===== config.mk =====
export PLATFORM = sky130hd
export DESIGN_NAME = lda_loop_detect
export DESIGN_NICKNAME = d
export VERILOG_FILES = /design/src/lda_pkg.sv /design/src/lda_loop_detect.sv
export SDC_FILE = /design/constraint.sdc
export NUM_CORES = 1
export LEC_CHECK = 0
export ABC_CLOCK_PERIOD_IN_PS = 11820
export BUFFER_PORTS_ARGS = -buffer_cell sky130_fd_sc_hd__buf_2
export CORE_UTILIZATION = 60
export DETAILED_ROUTE_END_ITERATION = 8
export HOLD_SLACK_MARGIN = 0.15
export PLACE_DENSITY = 0.8
export SYNTH_ARGS = -nofsm -noshare
export SYNTH_HDL_FRONTEND = slang
export SYNTH_SLANG_ARGS = --single-unit

===== constraint.sdc =====
create_clock -name i_ref_clk -period 11.82 [get_ports i_ref_clk]
set_input_delay 2.955 -clock i_ref_clk [delete_from_list [all_inputs] [get_ports i_ref_clk]]
set_output_delay 2.955 -clock i_ref_clk [all_outputs]
set_load 0.005 [all_outputs]

===== src/lda_pkg.sv =====
// package of constants, types and decode helpers for the loop detector
`default_nettype none
package lda_pkg;
    // ========================================
    // clock and time base
    localparam int unsigned CLK_HZ = 50_000_000; // system clock rate
    localparam int unsigned TICK_MS = 1; // time base period in ms
    localparam int unsigned MS_CYC = CLK_HZ / 1000 * TICK_MS; // cycles
    localparam int unsigned MS_W = 16; // width of the time base counter
    localparam int unsigned CNT_W = 18; // width of the ms counters
    // ========================================
    // timing in ms
    localparam int unsigned DEB_MS = 10; // switch settle time
    localparam int unsigned TUNE_MS = 1000; // tune wait, under two seconds
    localparam int unsigned CONF_MS = 25; // call confirm, 30 +/- 10 ms
    localparam int unsigned PULSE_MS = 125; // single shot pulse length
    localparam int unsigned ABSORB_MS = 2000; // single shot tune-out
    localparam int unsigned HOLD_CALL_MS = 240_000; // hold call, 4 min
    // ========================================
    // threshold of level one as a fraction: 64 / 10000 = 0.64 %
    localparam int unsigned THR_NUM = 64;
    localparam int unsigned THR_DEN = 10_000;
    // ========================================
    // switch field positions (switch n sits at bit n-1, high = on)
    localparam int unsigned SW_BAND_LSB = 0; // switches 1 and 2
    localparam int unsigned SW_MODE = 2; // switch 3
    localparam int unsigned SW_SENS_LSB = 3; // switches 4, 5 and 6
    localparam logic [5:0] SW_RST = 6'h34; // factory settings
    // ========================================
    // register map, byte addresses
    localparam logic [7:0] ADDR_CTRL = 8'h00; // control
    localparam logic [7:0] ADDR_STAT = 8'h04; // status
    localparam logic [7:0] ADDR_REF = 8'h08; // reference count
    localparam logic [7:0] ADDR_SAMP = 8'h0C; // last period count
    localparam int unsigned CTRL_RETUNE = 0; // write 1: retune
    localparam logic [31:0] CTRL_RST = 32'h0000_0000; // reset value
    localparam int unsigned ST_CALL = 0; // call output
    localparam int unsigned ST_VEH = 1; // vehicle confirmed
    localparam int unsigned ST_TUNE = 2; // tuning in progress
    localparam int unsigned ST_FAIL = 3; // loop failure
    localparam int unsigned ST_BAND_LSB = 4; // applied band, 2 bits
    localparam int unsigned ST_MODE = 6; // applied mode, 1 = hold call
    localparam int unsigned ST_LVL_LSB = 8; // applied level, 3 bits
    localparam int unsigned ST_SW_LSB = 16; // debounced switches, 6 bits
    // ========================================
    // types
    typedef struct packed {
        logic hold_call_setting; // 1: presence, 0: single shot
        logic [2:0] level; // sensitivity 0..7, 0 = off
        logic [1:0] band; // tuning band 0..3
    } lda_cfg_t;

    typedef enum logic {
        st_tune,
        st_run
    } lda_state_t;

    // turn the six switches into a setting
    function automatic lda_cfg_t lda_decode(input logic [5:0] sw);
        lda_cfg_t c;
        c.hold_call_setting = sw[SW_MODE];
        c.level = sw[SW_SENS_LSB +: 3];
        c.band = sw[SW_BAND_LSB +: 2];
        return c;
    endfunction : lda_decode
endpackage : lda_pkg
`default_nettype wire


===== src/lda_loop_detect.sv =====
// loop detector switch decode, retune control, call output and apb slave
//
// Our own choices: the register offsets and the APB interface to the registers.
`default_nettype none
// Contract
// - level is sum of switch weights 1,2,4
// - level zero turns detection off
// - thresholds halve per level from 0.64%
// - call asserted about 30 ms after threshold
// - two band switches give band 0..3
// - band change alone never retunes
// - switch three on selects hold call
// - hold call at least four minutes
// - one 125 ms pulse per vehicle
// - absorb vehicle after two seconds occupancy
// - full sensitivity within one second after leaving
// - mode switch change retunes
// - sensitivity switch change retunes
// - tuned and running within two seconds
// - call when relative period drop exceeds threshold
// - loop failure forces call
// - pushbutton or power-up retunes
module lda_loop_detect
    import lda_pkg::*;
#(
    parameter int CW = 24, // period count width
    parameter int P_MS_CYC = MS_CYC, // cycles per ms tick
    parameter int P_HOLD_MS = HOLD_CALL_MS, // hold call time
    parameter int P_ABSORB_MS = ABSORB_MS // single shot tune-out
) (
    input wire logic i_ref_clk, // system clock
    input wire logic i_nrst, // async reset, active low
    input wire logic [5:0] i_dip_sw, // switches, bit n-1 = switch n
    input wire logic i_reset_btn_n, // pushbutton, active low
    input wire logic i_loop_fail, // loop failure level
    input wire logic [CW-1:0] i_period_cnt, // period count
    input wire logic i_period_vld, // count valid pulse
    input wire logic i_psel, // apb select
    input wire logic i_penable, // apb enable
    input wire logic i_pwrite, // apb direction
    input wire logic [7:0] i_paddr, // apb byte address
    input wire logic [31:0] i_pwdata, // apb write data
    output logic [31:0] o_prdata, // apb read data
    output logic o_pready, // apb ready
    output logic o_pslverr, // apb error
    output logic o_call, // call to controller
    output logic [1:0] o_band, // capacitor band select
    output logic o_tuning // tuning in progress
);
    // ========================================
    // declarations
    logic [7:0] meta; // first sync stage
    logic [7:0] sync; // second sync stage
    logic [5:0] sw_s; // synced switches
    logic btn_s; // synced button, active low
    logic fail_s; // synced loop failure
    logic [MS_W-1:0] ms_cnt; // time base divider
    logic tick; // one-cycle ms enable
    logic [5:0] sw_cand; // switch candidate
    logic [5:0] sw_deb; // debounced switches
    logic [CNT_W-1:0] deb_cnt; // settle counter
    logic deb_ok; // debounced value valid
    lda_cfg_t cur; // setting from debounced switches
    lda_cfg_t lat; // setting latched at last retune
    logic cfg_ok; // latched setting valid
    logic chg; // mode or level changed
    logic soft_rt; // software retune request
    logic retune; // any retune cause
    lda_state_t state; // tune or run
    logic [CNT_W-1:0] tmr; // tune wait counter
    logic tune_done; // tune wait elapsed
    logic [CW-1:0] ref_cnt; // reference period count
    logic [CW-1:0] samp; // last period count
    logic hit; // live sample over threshold
    logic hit_q; // last sample over threshold
    logic veh; // vehicle confirmed
    logic veh_q; // vehicle, one cycle late
    logic [CNT_W-1:0] conf; // confirm counter
    logic [CNT_W-1:0] occ; // occupancy counter
    logic [CNT_W-1:0] occ_lim; // tune-out time of the mode
    logic absorb; // tune the vehicle out
    logic pls; // single shot pulse active
    logic [CNT_W-1:0] pls_cnt; // pulse time left
    logic acc; // apb access phase
    logic [31:0] rd; // read mux
    logic rd_err; // unmapped address
    localparam lda_cfg_t CFG_RST = lda_decode(SW_RST); // setting at reset

    // relative drop test: (ref-s)/ref > (64/10000) / 2^(lvl-1)
    function automatic logic exceeds(input logic [CW-1:0] r,
                                     input logic [CW-1:0] s,
                                     input logic [2:0] lvl);
        logic [63:0] lhs;
        logic [63:0] rhs;
        lhs = 64'(r - s) * 64'(THR_DEN);
        rhs = 64'(r) * 64'(THR_NUM);
        lhs = lhs << (lvl - 3'd1);
        return (lvl != 3'd0) && (r > s) && (lhs > rhs);
    endfunction : exceeds

    // ========================================
    // pin synchronisers
    always_ff @(posedge i_ref_clk or negedge i_nrst) begin
        if (!i_nrst) begin
            meta <= 8'h40; // button idle high
            sync <= 8'h40;
        end else begin
            meta <= {i_loop_fail, i_reset_btn_n, i_dip_sw};
            sync <= meta;
        end
    end

    assign sw_s = sync[5:0];
    assign btn_s = sync[6];
    assign fail_s = sync[7];

    // ========================================
    // ms time base
    always_ff @(posedge i_ref_clk or negedge i_nrst) begin
        if (!i_nrst) begin
            ms_cnt <= '0;
            tick <= 1'b0;
        end else if (ms_cnt == MS_W'(P_MS_CYC - 1)) begin
            ms_cnt <= '0;
            tick <= 1'b1;
        end else begin
            ms_cnt <= ms_cnt + 1'b1;
            tick <= 1'b0;
        end
    end

    // ========================================
    // switch debounce: value must stand DEB_MS
    always_ff @(posedge i_ref_clk or negedge i_nrst) begin
        if (!i_nrst) begin
            sw_cand <= SW_RST;
            sw_deb <= SW_RST;
            deb_cnt <= '0;
            deb_ok <= 1'b0;
        end else if (sw_s != sw_cand) begin
            sw_cand <= sw_s; // restart settle time
            deb_cnt <= '0;
        end else if (deb_cnt == CNT_W'(DEB_MS)) begin
            sw_deb <= sw_cand;
            deb_ok <= 1'b1;
        end else if (tick) begin
            deb_cnt <= deb_cnt + 1'b1;
        end
    end

    // ========================================
    // retune causes; band is left out of the compare
    assign cur = lda_decode(sw_deb);
    assign chg = deb_ok && (!cfg_ok
        || cur.hold_call_setting != lat.hold_call_setting
        || cur.level != lat.level);
    assign retune = chg || !btn_s || soft_rt;

    // latch setting at each retune, band included
    always_ff @(posedge i_ref_clk or negedge i_nrst) begin
        if (!i_nrst) begin
            lat <= CFG_RST;
            cfg_ok <= 1'b0;
        end else if (retune && deb_ok) begin
            lat <= cur;
            cfg_ok <= 1'b1;
        end
    end

    // ========================================
    // tune / run state machine
    assign tune_done = cfg_ok && tmr >= CNT_W'(TUNE_MS);

    always_ff @(posedge i_ref_clk or negedge i_nrst) begin
        if (!i_nrst) begin
            state <= st_tune; // power-up tunes first
            tmr <= '0;
        end else if (retune) begin
            state <= st_tune;
            tmr <= '0;
        end else begin
            unique case (state)
                st_tune: begin
                    if (tick && !tune_done) begin
                        tmr <= tmr + 1'b1;
                    end
                    if (tune_done && i_period_vld && !fail_s) begin
                        state <= st_run;
                    end
                end
                st_run: begin
                    tmr <= '0;
                end
            endcase
        end
    end

    // ========================================
    // reference tracking
    assign hit = exceeds(ref_cnt, i_period_cnt, lat.level);
    assign occ_lim = lat.hold_call_setting ? CNT_W'(P_HOLD_MS)
                                           : CNT_W'(P_ABSORB_MS);
    assign absorb = veh && occ >= occ_lim;

    always_ff @(posedge i_ref_clk or negedge i_nrst) begin
        if (!i_nrst) begin
            ref_cnt <= '0;
            samp <= '0;
            hit_q <= 1'b0;
        end else if (retune) begin
            ref_cnt <= '0;
            hit_q <= 1'b0;
        end else if (i_period_vld && !fail_s) begin
            samp <= i_period_cnt;
            if (state == st_tune) begin
                hit_q <= 1'b0;
                if (tune_done) begin
                    ref_cnt <= i_period_cnt;
                end
            end else begin
                hit_q <= hit;
                if (absorb) begin
                    ref_cnt <= i_period_cnt;
                end else if (i_period_cnt > ref_cnt) begin
                    ref_cnt <= i_period_cnt;
                end else if (!hit && i_period_cnt < ref_cnt) begin
                    ref_cnt <= ref_cnt - 1'b1; // slow drift
                end
            end
        end
    end

    // ========================================
    // vehicle confirm and occupancy
    always_ff @(posedge i_ref_clk or negedge i_nrst) begin
        if (!i_nrst) begin
            veh <= 1'b0;
            conf <= '0;
            occ <= '0;
        end else if (retune || state != st_run || !hit_q) begin
            veh <= 1'b0;
            conf <= '0;
            occ <= '0;
        end else if (!veh) begin
            if (conf >= CNT_W'(CONF_MS)) begin
                veh <= 1'b1;
            end else if (tick) begin
                conf <= conf + 1'b1;
            end
        end else if (tick && occ < occ_lim) begin
            occ <= occ + 1'b1;
        end
    end

    // ========================================
    // single shot pulse, once per vehicle
    always_ff @(posedge i_ref_clk or negedge i_nrst) begin
        if (!i_nrst) begin
            veh_q <= 1'b0;
            pls <= 1'b0;
            pls_cnt <= '0;
        end else begin
            veh_q <= veh;
            if (retune) begin
                pls <= 1'b0;
                pls_cnt <= '0;
            end else if (veh && !veh_q) begin
                pls <= 1'b1;
                pls_cnt <= CNT_W'(PULSE_MS);
            end else if (pls && tick) begin
                pls_cnt <= pls_cnt - 1'b1;
                if (pls_cnt == CNT_W'(1)) begin
                    pls <= 1'b0;
                end
            end
        end
    end

    // ========================================
    // outputs
    always_ff @(posedge i_ref_clk or negedge i_nrst) begin
        if (!i_nrst) begin
            o_call <= 1'b0;
            o_band <= CFG_RST.band;
            o_tuning <= 1'b1;
        end else begin
            o_call <= fail_s
                || (lat.hold_call_setting ? veh : pls);
            o_band <= lat.band;
            o_tuning <= (state == st_tune);
        end
    end

    // ========================================
    // apb slave: one wait state per access
    assign acc = i_psel && i_penable;

    always_comb begin
        rd = '0;
        rd_err = 1'b0;
        unique case (i_paddr)
            ADDR_CTRL: rd = CTRL_RST; // retune bit reads zero
            ADDR_STAT: begin
                rd[ST_CALL] = o_call;
                rd[ST_VEH] = veh;
                rd[ST_TUNE] = (state == st_tune);
                rd[ST_FAIL] = fail_s;
                rd[ST_BAND_LSB +: 2] = lat.band;
                rd[ST_MODE] = lat.hold_call_setting;
                rd[ST_LVL_LSB +: 3] = lat.level;
                rd[ST_SW_LSB +: 6] = sw_deb;
            end
            ADDR_REF: rd = 32'(ref_cnt);
            ADDR_SAMP: rd = 32'(samp);
            default: rd_err = 1'b1; // unmapped
        endcase
    end

    always_ff @(posedge i_ref_clk or negedge i_nrst) begin
        if (!i_nrst) begin
            o_pready <= 1'b0;
            o_prdata <= '0;
            o_pslverr <= 1'b0;
        end else begin
            o_pready <= acc && !o_pready;
            o_pslverr <= acc && !o_pready && rd_err;
            if (acc && !o_pready && !i_pwrite) begin
                o_prdata <= rd_err ? '0 : rd;
            end
        end
    end

    // software retune: pulse on the completing write
    always_ff @(posedge i_ref_clk or negedge i_nrst) begin
        if (!i_nrst) begin
            soft_rt <= 1'b0;
        end else begin
            soft_rt <= acc && o_pready && i_pwrite
                && i_paddr == ADDR_CTRL && i_pwdata[CTRL_RETUNE];
        end
    end
endmodule : lda_loop_detect
`default_nettype wire


==> results.sh, run 1 <==
export IMPL_slowest_delay_ns=0.62
export IMPL_path_depth=42
export IMPL_ys_seq_area_frac=0.308
export IMPL_crit_path_end_kind="register"
export IMPL_crit_arrival_ns=12.15
export IMPL_endpoint="ref_cnt[20]"
export IMPL_fillers=2029
export IMPL_critPathLaunchType="primary input"
export IMPL_maxCapViolCount=0
export IMPL_wirelength_mm=53.5
export IMPL_worst_pin_slew_ns=1.22
export IMPL_crit_start="i_period_cnt[2]"
export IMPL_syn_avg_cell_area_um2=8.67
export IMPL_clock_sinks=227
export IMPL_ios=116
export IMPL_synth_area_leader_cell="dfrtp_1"
export IMPL_reg2reg_depth=41
export IMPL_stdcell_count=2827
export IMPL_netlist_area_mm2=0.0185
export IMPL_netlist_instances=2130
export IMPL_rsz0062_at_grt="true"
export IMPL_cts_buffers=21
export IMPL_synth_ff_type="dfrtp_1"
export IMPL_clock_path_buffers=3
export IMPL_finClkSkew_ns=0.0129
export IMPL_core_mm2=0.0300
export IMPL_grt_max_degree=88
export IMPL_finalCoreUtilization=0.757
export IMPL_fmaxAchievable_mhz=84.9
export IMPL_cp_slowest_cell="fa_1"
export IMPL_std_cell_rows=63
export IMPL_synth_edf_count=0
export IMPL_drc=0
export IMPL_htreeDepth=1
export IMPL_grt_pass1_wl_mm=80.5
export IMPL_portBuffers=76
export IMPL_hp_class="reg2reg"
export IMPL_grt_overflow=0
export IMPL_cts_tree="built"
export IMPL_drt_iter0_markers=1741
export IMPL_synth_area_leaders="dfrtp_1 29%, ha_1 12%, fa_1 6.7%, inv_1 4.8%, nand2_1 4.6%"
export IMPL_crit_reg2reg_launch="ref_cnt[0]"
export IMPL_clock_tree_root_cell="clkbuf_16"
export IMPL_vias_per_cell=6.12
export IMPL_area_sequential_mm2=0.00570
export IMPL_synth_top_area_frac=0.291
export IMPL_yosysWarnings=0
export IMPL_die_h_um=177
export IMPL_clk_latency_ns=0.50
export IMPL_postCtsHoldBufs=0
export IMPL_start_util=0.616
export IMPL_antenna_found_initial=5
export IMPL_place_gp_congestion=0.983
export IMPL_fin_crit_ns=11.78
export IMPL_synth_cell_types=79
export IMPL_hold_violations=0
export IMPL_fin_ws_ns=0.0403
export IMPL_grtUsageTotal=0.319
export IMPL_die_w_um=177
export IMPL_maxSlewHeadroom=0.184
export IMPL_period_share=0.997
export IMPL_drive_gt1_frac=0.231
export IMPL_vias=17300
export IMPL_regToRegSetupSlack_ns=2.05
export IMPL_dieArea_mm2=0.0315
export IMPL_path_max_fanout=6
export IMPL_r2r_end="ref_cnt[20]"
export IMPL_drv_slew=0
export IMPL_critPathMostFrequentCell="buf_6"
export IMPL_finalSetupViolations=0
export IMPL_status="complete, no violations"
export IMPL_clkTransAtPathRegs_ns=0.06
export IMPL_antenna_left=0
export IMPL_multi_input_area_mm2=0.0124
export IMPL_async_flop_share=1.00
export IMPL_grt_pass1_vias=16500
export IMPL_cp_num_buf_inv=10
export IMPL_preCtsSetupSlack_ns=-0.917
export IMPL_dpl_hpwl_mm=38.8
export IMPL_ys_seq_elements=227
export IMPL_final_nets=2730
export IMPL_cp_top_family="compound AO/OA/AOI/OAI gates"
export IMPL_post_drt_wl_per_cell_um=18.9
export IMPL_area_delta_synth_final_pct=22.8
export IMPL_worst_setup_path_type="in2reg"
export IMPL_dr_pass1_iters=6
export IMPL_cp_required_ns=12.19
export IMPL_dp_cells=2757
## cell families (layout without fill, tap and decap cells)
family / count (synthesis) / count (layout) / synth area share
adder cells (fa/ha/maj): 233 / 233 / 0.183
other: 1 / 13 / 0.000203
AO/OA/AOI/OAI: 479 / 480 / 0.171
AND/OR/NAND/NOR: 661 / 661 / 0.166
multiplexers: 55 / 55 / 0.0310
buffers and inverters: 326 / 620 / 0.0699
XOR/XNOR: 148 / 148 / 0.0702
flip-flops: 227 / 227 / 0.308
## stage by stage
step           hold WS (ns)  area (um2)  TNS (ns)
2_1_floorplan         0.331       18500         0
3_3_place_gp          0.336       20800    -16.71
3_5_place_dp          0.336       20800    -20.03
4_1_cts               0.350       21700         0
5_1_grt               0.356       22700     -2.46
6_report              0.349       22700         0
## cell usage in the layout (no fill, tap or decap), drive strengths merged, types with 17 or more instances in the layout
cell type  synthesis  final
buf               29    349
a21o              38     38
nor2             177    177
mux2i             37     37
xnor2             72     72
a22oi             20     20
a211oi            17     17
ha               171    171
nor4              21     21
mux2              18     18
and3              22     22
nand3             52     52
or3               20     20
clkbuf            63     27
inv              234    234
nand2            227    227
nor3              35     35
dfrtp            215    215
o21ai            143    143
a21oi            113    113
a31oi             17     18
fa                62     62
nand4             41     41
o211ai            23     23
xor2              76     76
## sequential cells by signal, indices dropped and copies added, names as in the netlist, 8 cells and up
register,cells
samp,24
o_prdata,24
meta,8
ref_cnt,24
conf,18
ms_cnt,16
occ,18
sync,8
deb_cnt,18
pls_cnt,18
tmr,18
## worst register-to-register path, delay by kind of cell (launching register included)
kind | cells | cell delay (ns)
compound gates | 13 | 3.24
fa+ha+maj | 8 | 3.02
simple gates | 10 | 1.54
buf+inv | 9 | 1.26
flops | 1 | 0.41
xor+xnor | 1 | 0.17
## what timing repair did
item	in CTS	in global routing
setup endpoints to repair	24	25
cloned	1	0
resized for setup	39	148
setup buffers	6	25
pin swaps	18	97
## cell type report
cell class                 instances  area share
multi-input combinational       1586       0.546
sequential                       227       0.251
timing repair buffer             349       0.111
inverter                         234      0.0390
clock buffer                      27      0.0255
tap                              390      0.0215
clock inverter                    10     0.00563
antenna                            4    0.000442
## cells in the mapped netlist, drive strengths merged (13+ instances only)
library cell / instances
a211oi: 17
a21o: 38
a21oi: 113
a22oi: 20
a31oi: 17
and2: 13
and3: 22
buf: 29
clkbuf: 63
dfrtp: 215
fa: 62
ha: 171
inv: 234
mux2: 18
mux2i: 37
nand2: 227
nand2b: 15
nand3: 52
nand4: 41
nor2: 177
nor3: 35
nor4: 21
o211ai: 23
o21a: 16
o21ai: 143
or3: 20
xnor2: 72
xor2: 76
## metal layers
layer / GRT usage / wire length [um] / vias up
met5: 0 / 24 / -
met4: 0.109 / 2260 / 4
met3: 0.0548 / 4200 / 206
met2: 0.525 / 25100 / 844
met1: 0.425 / 21900 / 8299
li1: - / - / 7948
## worst min path at each step
stage	startpoint	end	depth (start not counted)	slack [ns]
5_1_grt	meta[3]	sync[3]	0	0.36
3_5_place_dp	meta[1]	sync[1]	0	0.34
6_report	meta[1]	sync[1]	0	0.35
3_3_place_gp	meta[0]	sync[0]	0	0.34
4_1_cts	meta[1]	sync[1]	0	0.35
2_1_floorplan	meta[0]	sync[0]	0	0.33
Power of run 1 is not shown: default switching activity piles up to over one toggle a cycle in this logic, so the estimate is an artifact.
==> run 2: changes to the inputs <==
Settings changed: PLACE_DENSITY 0.8 to 0.79.
==> run 2 against run 1 <==
Net effect:
- the flow now finishes with violations (negative setup slack)
- global-route usage grew 0.31 points
- clock-buffer cell count down 1
- non-clock buffer count grew 16
- maximum frequency down 1.9%
==> results.sh, run 2 (same netlist as run 1, synthesis figures left out) <==
export IMPL_fin_ws_ns=-0.184
export IMPL_cp_slowest_cell="fa_1"
export IMPL_htreeDepth=1
export IMPL_fillers=1975
export IMPL_crit_arrival_ns=12.38
export IMPL_layout_common_cells="273 x buf_4, 224 x inv_1, 217 x nand2_1, 215 x dfrtp_1, 172 x nor2_1"
export IMPL_post_drt_wl_per_cell_um=19.5
export IMPL_clock_sinks=227
export IMPL_reg_top3="o_prdata x24, ref_cnt x24, samp x24"
export IMPL_grt_max_degree=147
export IMPL_antenna_left=0
export IMPL_dr_pass1_iters=6
export IMPL_drv_slew=0
export IMPL_std_cell_rows=63
export IMPL_status="finished with violations"
export IMPL_period_share=1.02
export IMPL_core_mm2=0.0300
export IMPL_crit_path_end_kind="register"
export IMPL_cp_required_ns=12.20
export IMPL_wirelength_mm=55.4
export IMPL_cts_buffers=20
export IMPL_portBuffers=76
export IMPL_clock_tree_root_cell="clkbuf_16"
export IMPL_dpl_hpwl_mm=38.9
export IMPL_worst_pin_slew_ns=1.27
export IMPL_die_h_um=177
export IMPL_vias_per_cell=6.14
export IMPL_grt_pass1_wl_mm=81.2
export IMPL_ios=116
export IMPL_slowest_delay_ns=0.51
export IMPL_violations="negative setup slack"
export IMPL_grtUsageTotal=0.322
export IMPL_critPathLaunchType="primary input"
export IMPL_dieArea_mm2=0.0315
export IMPL_place_gp_congestion=0.987
export IMPL_start_util=0.616
export IMPL_clk_latency_ns=0.50
export IMPL_design_area_mm2=0.0230
export IMPL_critPathMostFrequentCell="buf_4"
export IMPL_grt_overflow=0
export IMPL_area_delta_synth_final_pct=24.4
export IMPL_drt_iter0_markers=1871
export IMPL_hold_violations=0
export IMPL_maxSlewHeadroom=0.150
export IMPL_cts_tree="built"
export IMPL_drive_gt1_frac=0.242
export IMPL_antenna_found_initial=5
export IMPL_die_w_um=177
export IMPL_drc=0
export IMPL_maxCapViolCount=0
export IMPL_finalSetupViolations=22
export IMPL_worst_setup_path_type="in2reg"
export IMPL_rsz0062_at_grt="true"
export IMPL_clkTransAtPathRegs_ns=0.07
export IMPL_placed_cell_area_mm2=0.0209
export IMPL_path_max_fanout=7
export IMPL_finClkSkew_ns=0.0110
export IMPL_fin_crit_ns=12.00
export IMPL_final_nets=2745
export IMPL_hp_class="reg2reg"
export IMPL_final_common_cell="buf_4"
export IMPL_clock_path_buffers=3
export IMPL_reg2reg_depth=45
export IMPL_vias=17400
export IMPL_hold_depth=0
export IMPL_fmaxAchievable_mhz=83.3
export IMPL_grt_pass1_vias=16200
-- run 2: per-layer routing --
metal / routed length, um / track usage / share of wire
met1: 22600 / 0.440 / 0.41
met3: 4420 / 0.0533 / 0.080
met2: 26000 / 0.532 / 0.47
met5: 27 / 0 / 0.00049
met4: 2360 / 0.0837 / 0.043
-- run 2: path summary, 6_finish.rpt --
kind	start	to	slack, ns
max	i_period_cnt[0]	ref_cnt[22]	-0.18
min	meta[0]	sync[0]	0.35
max reg2reg	ref_cnt[0]	ref_cnt[22]	1.77
min reg2reg	meta[0]	sync[0]	0.35
max in group asynchronous	i_nrst	occ[17]	7.51
min in group asynchronous	i_nrst	pls_cnt[15]	2.56
-- run 2: repair_timing --
action / CTS / global route
hold buffers: 0 / 0
setup buffers: 7 / 34
gates cloned: 1 / 0
gates resized for setup: 34 / 178
pin swaps: 14 / 112
endpoints found under the setup margin: 24 / 25
-- run 2: final cells by class --
class / instances / area [um2] / share of cell area
multi-input cells: 1586 / 12600 / 0.547
clock inverters: 10 / 115 / 0.00501
clock buffers: 26 / 574 / 0.0250
flip-flops and latches: 227 / 5700 / 0.248
repair buffers: 365 / 2650 / 0.116
diodes: 3 / 7.51 / 0.000327
well taps: 390 / 488 / 0.0212
inverters: 234 / 878 / 0.0382
-- run 2: metrics by stage --
| step | TNS, ns | hold WS [ns] | instances | utilization | setup WS (ns) |
|---|---|---|---|---|---|
| floorplan | 0 | 0.331 | 2138 | - | 0.133 |
| global placement | -14.82 | 0.335 | 2763 | 0.696 | -0.715 |
| detailed placement | -20.24 | 0.335 | 2763 | 0.696 | -0.922 |
| CTS | 0 | 0.349 | 2807 | 0.726 | 0.000104 |
| global route | -6.82 | 0.364 | 2840 | 0.767 | -0.386 |
| finish | -1.68 | 0.350 | 2841 | 0.767 | -0.184 |
-- run 2: worst max-delay path: cells and delay by family --
| kind | cells | cell delay (ns) |
|---|---|---|
| buffers and inverters | 11 | 1.41 |
| xor gates and xnor gates | 2 | 0.51 |
| adders and majority gates | 8 | 2.81 |
| and+or+nand+nor | 6 | 1.00 |
| AOI/OAI and AO/OA | 18 | 3.67 |
Power of run 2 is left out for the same reason.
